<file path="src/inc/sbx_pkg.sv">
/*
  sbx_pkg: shared types and constants of the skip/branch/or execution
  slice of an 8-bit core. Assumes a 14-bit instruction word and a 15-bit
  program counter in the surrounding core.
*/
package sbx_pkg;
  localparam int unsigned INSTR_W   = 14;
  localparam int unsigned DATA_W    = 8;
  localparam int unsigned FADDR_W   = 7;
  localparam int unsigned PC_W      = 15;
  localparam int unsigned LATCH_W   = 7;
  localparam int unsigned BRANCH_W  = 11;
  // field positions inside the instruction word and the upper latch
  localparam int unsigned DEST_BIT  = 7;
  localparam int unsigned LATCH_LO  = 3;
  localparam int unsigned LATCH_HI  = 6;
  // opcode patterns: file ops match bits 13:8, literal op bits 13:8,
  // branch bits 13:11
  localparam logic [5:0] OPC_DEC_SKIP = 6'h0b;
  localparam logic [5:0] OPC_INC_SKIP = 6'h0f;
  localparam logic [5:0] OPC_INC      = 6'h0a;
  localparam logic [5:0] OPC_OR_FILE  = 6'h04;
  localparam logic [5:0] OPC_OR_LIT   = 6'h38;
  localparam logic [2:0] OPC_BRANCH   = 3'h5;
  // reset values and the destination bit value that selects the accumulator
  localparam logic [DATA_W-1:0] ACC_RESET  = 8'h00;
  localparam logic              ZERO_RESET = 1'b0;
  localparam logic              DEST_ACC   = 1'b0;

  typedef enum logic [2:0] {
    SBX_OP_NONE      = 3'b000,
    SBX_OP_DEC_SKIP  = 3'b001,
    SBX_OP_INC_SKIP  = 3'b010,
    SBX_OP_INC       = 3'b011,
    SBX_OP_OR_FILE   = 3'b100,
    SBX_OP_OR_LIT    = 3'b101,
    SBX_OP_BRANCH    = 3'b110
  } sbx_op_t;

  typedef enum logic [0:0] {
    SBX_RUN   = 1'b0,
    SBX_FLUSH = 1'b1
  } sbx_phase_t;

  // instruction issued to the slice, with its operand fetch result
  typedef struct packed {
    logic               valid;
    logic [INSTR_W-1:0] word;
    logic [DATA_W-1:0]  file_data;
    logic [LATCH_W-1:0] upper_latch;
  } sbx_issue_t;

  // write-back towards the data register file
  typedef struct packed {
    logic               we;
    logic [FADDR_W-1:0] addr;
    logic [DATA_W-1:0]  data;
  } sbx_file_wr_t;

  // program counter redirect
  typedef struct packed {
    logic            load;
    logic [PC_W-1:0] target;
  } sbx_pc_wr_t;
endpackage : sbx_pkg

</file>
<file path="src/rtl/sbx_exec.sv">
/*
  sbx_exec: executes increment with optional skip, decrement with skip, inclusive OR
  with literal or file register, and the unconditional branch.
  Assumes the core presents one instruction per cycle together with the
  value of the addressed file register and the program counter upper
  latch, all synchronous to clock_i.
  The slice has no write-back forwarding path, so the core must present
  file data that already holds a write made in the previous cycle.
  Opcodes outside the slice only raise unsupported_o for one cycle.
*/
// Function
// - file-register results go to the accumulator when the destination bit is 0 and back to the file register when it is 1.
// - decrement-and-skip stores f minus one and, on a zero result, executes the next instruction as a no-operation, with flags unchanged.
// - increment-and-skip stores f plus one and, on a zero result, executes the next instruction as a no-operation, with flags unchanged.
// - the branch loads its 11-bit literal into counter bits 10..0 and bits 14..11 from latch bits 6..3, taking two cycles, flags unchanged.
// - or-literal ORs the accumulator with an 8-bit literal into the accumulator and updates the zero flag.
// - plain increment stores f plus one at the chosen destination without skipping and updates the zero flag.
// - or-file ORs the accumulator with f into the chosen destination and updates the zero flag.
module sbx_exec (
  input  wire logic                  clock_i,
  input  wire logic                  rst_i,
  input  wire sbx_pkg::sbx_issue_t   issue_i,
  output logic [sbx_pkg::DATA_W-1:0] acc_o,
  output logic                       zero_o,
  output sbx_pkg::sbx_file_wr_t      file_wr_o,
  output sbx_pkg::sbx_pc_wr_t        pc_wr_o,
  output logic                       no_operation_o,
  output logic                       unsupported_o
);
  import sbx_pkg::*;

  typedef struct packed {
    sbx_phase_t        phase;
    logic [DATA_W-1:0] acc;
    logic              zero;
    sbx_file_wr_t      file_wr;
    sbx_pc_wr_t        pc_wr;
    logic              no_operation;
    logic              unsupported;
  } sbx_state_t;

  sbx_state_t state;
  sbx_state_t next_state;

  function automatic sbx_op_t decode_op(input logic [INSTR_W-1:0] w);
    sbx_op_t op;
    op = SBX_OP_NONE;
    if (w[13:11] == OPC_BRANCH) begin
      op = SBX_OP_BRANCH;
    end else begin
      unique case (w[13:8])
        OPC_DEC_SKIP: op = SBX_OP_DEC_SKIP;
        OPC_INC_SKIP: op = SBX_OP_INC_SKIP;
        OPC_INC:      op = SBX_OP_INC;
        OPC_OR_FILE:  op = SBX_OP_OR_FILE;
        OPC_OR_LIT:   op = SBX_OP_OR_LIT;
        default:      op = SBX_OP_NONE;
      endcase
    end
    return op;
  endfunction : decode_op

  // skip forms squash their follower only when the result is zero
  function automatic logic is_skip_op(input sbx_op_t o);
    return (o == SBX_OP_DEC_SKIP) || (o == SBX_OP_INC_SKIP);
  endfunction : is_skip_op

  function automatic logic is_zero8(input logic [DATA_W-1:0] v);
    return (v == '0);
  endfunction : is_zero8

  sbx_op_t             op;
  logic [DATA_W-1:0]   result;
  logic                dest_file;
  logic                writes_dest;
  logic                affects_zero;
  logic                skip_taken;
  logic                is_zero;
  logic                is_branch;
  logic [PC_W-1:0]     branch_target;

  // skip and plain forms each compute their own sum or difference in a separate case arm
  always_comb begin
    op            = decode_op(issue_i.word);
    dest_file     = issue_i.word[DEST_BIT];
    is_branch     = (op == SBX_OP_BRANCH);
    result        = '0;
    writes_dest   = 1'b0;
    affects_zero  = 1'b0;
    skip_taken    = 1'b0;
    // the counter redirect is formed every cycle and used only on a branch
    branch_target = {issue_i.upper_latch[LATCH_HI:LATCH_LO],
                     issue_i.word[BRANCH_W-1:0]};
    unique case (op)
      SBX_OP_DEC_SKIP: begin
        result      = issue_i.file_data - 8'h01;
        writes_dest = 1'b1;
      end
      SBX_OP_INC_SKIP: begin
        result      = issue_i.file_data + 8'h01;
        writes_dest = 1'b1;
      end
      SBX_OP_INC: begin
        result       = issue_i.file_data + 8'h01;
        writes_dest  = 1'b1;
        affects_zero = 1'b1;
      end
      SBX_OP_OR_FILE: begin
        result       = state.acc | issue_i.file_data;
        writes_dest  = 1'b1;
        affects_zero = 1'b1;
      end
      SBX_OP_OR_LIT: begin
        result       = state.acc | issue_i.word[DATA_W-1:0];
        affects_zero = 1'b1;
      end
      SBX_OP_BRANCH: begin
        // a branch has no data result and leaves the zero flag alone
        result = '0;
      end
      SBX_OP_NONE: begin
        // foreign codes produce no result in this slice
        result = '0;
      end
    endcase
    is_zero    = is_zero8(result);
    skip_taken = is_zero && is_skip_op(op);
  end

  always_comb begin
    next_state             = state;
    next_state.file_wr.we  = 1'b0;
    next_state.pc_wr.load  = 1'b0;
    next_state.no_operation         = 1'b0;
    next_state.unsupported = 1'b0;
    unique case (state.phase)
      SBX_RUN: begin
        if (issue_i.valid) begin
          if (op == SBX_OP_NONE) begin
            // codes outside this slice belong to other execution units
            next_state.unsupported = 1'b1;
          end
          if (writes_dest) begin
            if (dest_file != DEST_ACC) begin
              next_state.file_wr.we   = 1'b1;
              next_state.file_wr.addr = issue_i.word[FADDR_W-1:0];
              next_state.file_wr.data = result;
            end else begin
              next_state.acc = result;
            end
          end
          if (op == SBX_OP_OR_LIT) begin
            next_state.acc = result;
          end
          if (affects_zero) begin
            next_state.zero = is_zero;
          end
          // the target register holds after the load pulse for the core
          if (is_branch) begin
            next_state.pc_wr.load   = 1'b1;
            next_state.pc_wr.target = branch_target;
          end
          // the fetched follower is squashed: that is the second cycle
          if (skip_taken || is_branch) begin
            next_state.phase = SBX_FLUSH;
          end
        end
      end
      SBX_FLUSH: begin
        // the follower is consumed as a no-operation, nothing is written
        // idle cycles keep the squash owed, since the core may stall
        // between the skip and its follower
        if (issue_i.valid) begin
          next_state.no_operation   = 1'b1;
          next_state.phase = SBX_RUN;
        end
      end
    endcase
  end


  // reset clears every field, so write-back address and data start at zero
  always_ff @(posedge clock_i) begin
    if (rst_i) begin
      state.phase         <= SBX_RUN;
      state.acc           <= ACC_RESET;
      state.zero          <= ZERO_RESET;
      state.file_wr       <= '0;
      state.pc_wr         <= '0;
      state.no_operation           <= 1'b0;
      state.unsupported   <= 1'b0;
    end else begin
      state <= next_state;
    end
  end


  // every output is a field of the state register, with no logic after it
  assign acc_o          = state.acc;
  assign zero_o         = state.zero;
  assign file_wr_o      = state.file_wr;
  assign pc_wr_o        = state.pc_wr;
  assign no_operation_o = state.no_operation;
  assign unsupported_o  = state.unsupported;
endmodule : sbx_exec

</file>
<file path="config.mk">
export PLATFORM = sky130hd
export DESIGN_NAME = sbx_exec
export DESIGN_NICKNAME = d
export VERILOG_FILES = /design/src/inc/sbx_pkg.sv /design/src/rtl/sbx_exec.sv
export SDC_FILE = /design/constraint.sdc
export NUM_CORES = 1
export LEC_CHECK = 0
export ABC_AREA = 0
export CORE_ASPECT_RATIO = 0.6
export CORE_MARGIN = 2
export CORE_UTILIZATION = 55
export DETAILED_ROUTE_END_ITERATION = 7
export DONT_BUFFER_PORTS = 1
export GPL_TIMING_DRIVEN = 0
export PLACE_DENSITY = 0.7
export SLEW_MARGIN = 30
export SYNTH_ARGS = -nofsm -noshare
export SYNTH_HDL_FRONTEND = slang
export SYNTH_SLANG_ARGS = --single-unit
</file>
<file path="constraint.sdc">
create_clock -name clock_i -period 8 [get_ports clock_i]
set_input_delay 0.8 -clock clock_i [delete_from_list [all_inputs] [get_ports clock_i]]
set_output_delay 0.8 -clock clock_i [all_outputs]
set_load 0.02 [all_outputs]
</file>
# Word-level counts from Yosys, hierarchy flattened
# Cells that the tools add are included.
# W data, S select, Z words.
# classes
n_eq_ne,13
n_mux,18
bitwise,5
n_addsub,2
reduce_logical,17
# op_table
op,count
$mux W16,3
$mux W42,1
$pmux W8 S5,1
$mux W8,3
$eq A6 B4 Y1 const B,3
$or A8 B8 Y8,2
$pmux W3 S5,1
$eq A3 B3 Y1 const B,4
$add A8 B1 Y8 const B,1
$logic_not A8 Y1,1
$reduce_and A4 Y1,2
$reduce_or A4 Y1,2
$sub A8 B1 Y8 const B,1
$mux W1,7
$eq A3 B2 Y1 const B,2
$eq A6 B3 Y1 const B,1
$eq A6 B6 Y1 const B,1
$reduce_and A3 Y1,2
$reduce_or A2 Y1,3
$reduce_or A3 Y1,2
$eq A3 B1 Y1 const B,1
$logic_not A3 Y1,1
$mux W3,1
$not A1 Y1,3
5 further kinds,6
# word_totals
input_bits,32
elab_cells,65
output_inout_bits,43
register_bits,44

# Depth between registers and ports, before layout
# depth
ltp_word,12
ltp_mapped,10

# Least setup slack after synthesis
# Ideal clock, no wire load.
# synth_timing
path_type,input port to flip-flop
start,in issue_i[24] in the netlist's numbering
end,reg state[43] in the netlist's numbering
setup_ps,87
path_slack_ps,4526
arrival_ps,3386
t_required_ps,7913
cell_stages,10
path_cell_list,clkbuf_1 and4bb_1 nand3_1 fa_1 a21o_1 a221oi_1 xnor2_1 a2111oi_1 o2111ai_1 o31ai_1
# synth_between
elab_chain_cells,12
# synth_lines
element,line,source
from (decl),sbx_exec.sv:22,"input wire sbx_pkg::sbx_issue_t issue_i,"
"$eq A6 B6 Y1, or another cell as far along",sbx_exec.sv:51,unique case (w[13:8])
$pmux W3 S5 *,sbx_exec.sv:51,
$mux W3 *,sbx_exec.sv:48,if (w[13:11] == OPC_BRANCH) begin
"$eq A3 B3 Y1, or another cell as far along","sbx_exec.sv:86, sbx_exec.sv:94",
$reduce_or A2 Y1 (no source line),--,
$pmux W8 S5,sbx_exec.sv:94,unique case (op)
$logic_not A8 Y1,sbx_exec.sv:69,return (v == '0);
$logic_and A1 B1 Y1,sbx_exec.sv:127,skip_taken = is_zero && is_skip_op(op);
$logic_or A1 B1 Y1 *,sbx_exec.sv:164,if (skip_taken || is_branch) begin
$mux W1 *,sbx_exec.sv:164,
$mux W42 *,sbx_exec.sv:138,if (issue_i.valid) begin
$pmux W1 S2 *,sbx_exec.sv:136,unique case (state.phase)
to (signal assigned),sbx_exec.sv:193,state <= next_state;
to (decl),sbx_exec.sv:42,sbx_state_t state;
# Mark *: on every way between the ends. The rest lies on a longest branch, timed or not.
# A chain may end at the register's enable or synchronous reset.

# Final worst setup path
# layout_timing
start,in issue_i[24] in the netlist's numbering
end,"reg state, in the netlist zero_o"
# layout_between
elab_chain_cells,7
# layout_lines
element,line
"$eq A6 B6 Y1, or another cell as far along",sbx_exec.sv:51
$pmux W3 S5 *,sbx_exec.sv:51
$mux W3 *,sbx_exec.sv:48
"$eq A3 B3 Y1, or another cell as far along",sbx_exec.sv:94
$reduce_or A2 Y1 (no source line) / $reduce_or A3 Y1 (equally long branches),--
$pmux W8 S5 / $mux W1 (equally long branches),sbx_exec.sv:94
$logic_not A8 Y1 / $reduce_and A3 Y1 (equally long branches),--
# Marked as above.

==> run_results.csv <==
group,metric,value,unit
outcome,outcome,"completed",
grt,grt_pass1_wl,9.89,mm
logic_synthesis,ys_warn_count,0,
placed_design,gp_congestion,0.957,
clocking,post_cts_resized,0,
critical_path,startpoint_type,"primary input",
critical_path,critical_path_class,"primary input to flop",
timing,rsz0062_at_grt,"no",
logic_synthesis,synth_seq_area_share,0.343,
clocking,cts_sinks,44,
logic_synthesis,ys_dominant_reg_cell,"dfxtp_1",
clocking,cts-root-buf,"clkbuf_8",
power,p_clk_frac,0.381,
routing,via_per_inst,5.55,
power,ir_worst_vdd,0.000105,V
power,finalPower,450,uW
hold_path,hold_class,"flop to flop",
logic_synthesis,synthesis.area,0.00257,mm^2
clocking,post_cts_buffers,0,
routing,wirelength,6.18,mm
cells_and_area,fin_area,0.00276,mm^2
cells_and_area,drive_gt1_frac,0.203,
power,powerDensity,163,mW/mm^2
power,switching_share,0.253,
clocking,cts_buffer_depth,2,
clocking,htreeDepth,2,
cells_and_area,syn2layout_area_growth,7.41,%
power,leakage,1.08,nW
clocking,cts_buffers,5,
floorplan,start_util,0.565,
grt,grt_overflow_total,0,
logic_synthesis,synth_edf_count,0,
grt,grt_max_degree,15,
critical_path,cp.required,8.21,ns
critical_path,crit_fanout,9,
critical_path,crit_chain,"clkbuf_1 > and4bb_1 > nand3_1 > fa_1 > a21o_1 > a221oi_1 > xnor2_1 > a2111oi_1 > o2111ai_1 > o31ai_1",
logic_synthesis,syn-instance-count,307,
floorplan,fp-row-count,19,
routing,drcViolationCount,0,
placed_design,io_buffers,0,
grt,grt_antenna_before_repair,0,
timing,worst_clock_skew,0.00374,ns
routing,dr.first_iter.drc_count,174,
critical_path,slowest_stage,"fa_1",
floorplan,io_pins,75,
timing,slew_headroom,0.450,
clocking,insertion_delay,0.30,ns
critical_path,cp-end-kind,"flop",
cells_and_area,diodes,0,
floorplan,dieHeight,56.9,um
floorplan,die-area,0.00525,mm^2
grt,first_global_vias,1905,
cells_and_area,layout_commonest_cell,"dfxtp_1",
routing,ant_nets,0,
placed_design,dp_hpwl,4.66,mm
timing,setup_viol,0,
cells_and_area,nets,353,
logic_synthesis,syn_nets,346,
timing,slew_viol_final,0,
routing,vias,2099,
critical_path,cp.arrival,4.16,ns
grt,grt_usage,0.244,
timing,max_freq,253,MHz
power,pwr-share-seq,0.499,
logic_synthesis,synth.distinct_cells,54,
routing,post_drt_wl_per_cell,16.4,um
power,power_frac_comb,0.120,
cells_and_area,layout.cells.most_common_list,"dfxtp_1, buf_4, nand2_1",
power,p_int,336,uW
clocking,clkSlewWorstSetupHoldPaths,0.08,ns
run,cap_viol_max_count,0,
logic_synthesis,avgSynthCellArea,8.36,um^2
timing,timing.final.crit_share,0.494,
logic_synthesis,synth-async-reset-ratio,0,
clocking,cts_tree,"built",
critical_path,slowest_delay,0.56,ns
timing,tightestPinTransition,0.819,ns
timing,min_period,3.95,ns
floorplan,dieWidth,92.2,um
logic_synthesis,ys_seq_elements,44,
timing,fin_setup_tns,0,ns
routing,dr.pass1.iters,4,
clocking,cts_hold_buffers,0,
floorplan,core_region_area,0.00454,mm^2
power,power_switching,114,uW
timing,hold_violations,0,
placed_design,placed_area,0.00265,mm^2
[logic make-up (layout without fill, tap and decap cells)]
logic type	count (synthesis)	after routing	share of synthesized area
adder cells (fa/ha/maj)	7	7	0.0370
flip-flops	44	44	0.343
buffers and inverters	58	66	0.150
multiplexers	17	17	0.0668
AO/OA/AOI/OAI	58	58	0.165
XOR/XNOR	5	5	0.0171
AND/OR/NAND/NOR	118	118	0.222
[critical path, delay by kind of cell]
kind / cells / cell delay (ns)
AOI/OAI and AO/OA: 5 / 1.61
adders and majority gates: 1 / 0.56
xor gates and xnor gates: 1 / 0.13
and+or+nand+nor: 2 / 0.74
buffers and inverters: 1 / 0.31
[metal layers]
layer | up-vias | track usage | wire (um) | share of wire
met4 | 0 | 0.0533 | 36 | 0.0058
met3 | 4 | 0.0805 | 482 | 0.078
met5 | - | 0 | 0 | 0
met2 | 76 | 0.335 | 2470 | 0.40
li1 | 1041 | - | - | -
met1 | 978 | 0.369 | 3200 | 0.52
[state kept, by name, summed over array words and instances (netlist names)]
register        flops
pc_wr_o            16
state               1
file_wr_o          16
zero_o              1
acc_o               8
no_operation_o      1
unsupported_o       1
[power groups by stage]
stage | sequential, mW | combinational [mW] | clock [mW]
after detailed placement | 0.230 | 0.0530 | 0
after global routing | 0.225 | 0.0593 | 0.183
after floorplan | 0.229 | 0.0435 | 0
final | 0.225 | 0.0540 | 0.172
after CTS | 0.225 | 0.0534 | 0.173
after global placement | 0.230 | 0.0522 | 0
[cell usage after synthesis, types with 3 or more instances]
library cell  instances  share of area
xnor2_1               5          0.017
nor2b_1               3         0.0073
nand3_1               4         0.0078
nor3_1                8          0.016
a211oi_1              7          0.020
a21oi_1              23          0.045
buf_2                 4         0.0078
a21o_1                7          0.020
nor4_1                4         0.0097
and2_1                3         0.0073
clkbuf_1             10          0.015
nand2_1              40          0.058
and3_1                3         0.0073
mux2i_1              16          0.062
nor2_1               36          0.053
dfxtp_1              44           0.34
buf_4                41           0.12
ha_1                  6          0.029
nand2b_1              3         0.0073
[final timing paths]
| path | start | to | slack, ns | cells after the start |
|---|---|---|---|---|
| worst max-delay path | issue_i[24] | zero_o | 4.05 | 10 |
| worst min-delay path | state[43] | no_operation_o | 0.45 | 2 |
| worst max register to register | state[43] | pc_wr_o[13] | 5.88 | 5 |
| worst min register to register | state[43] | no_operation_o | 0.45 | 2 |
[final cells by class]
| cell class | instances | area [um^2] |
|---|---|---|
| Fill cell | 429 | 1780 |
| Multi-Input combinational cell | 205 | 1300 |
| Sequential cell | 44 | 881 |
| Buffer | 56 | 377 |
| Tap cell | 63 | 78.8 |
| Clock buffer | 5 | 68.8 |
| Clock inverter | 3 | 42.5 |
| Inverter | 2 | 7.51 |
[through the flow]
stage / util / hold WS, ns / cells / setup WS [ns]
after floorplan: - / 0.431 / 307 / 4.53
after global placement: 0.583 / 0.440 / 370 / 3.86
after detailed placement: 0.583 / 0.444 / 370 / 3.82
after CTS: 0.607 / 0.455 / 378 / 4.15
after global routing: 0.607 / 0.475 / 378 / 3.80
final: 0.607 / 0.455 / 378 / 4.05
Note: power is estimated with default switching activity, not from simulation.
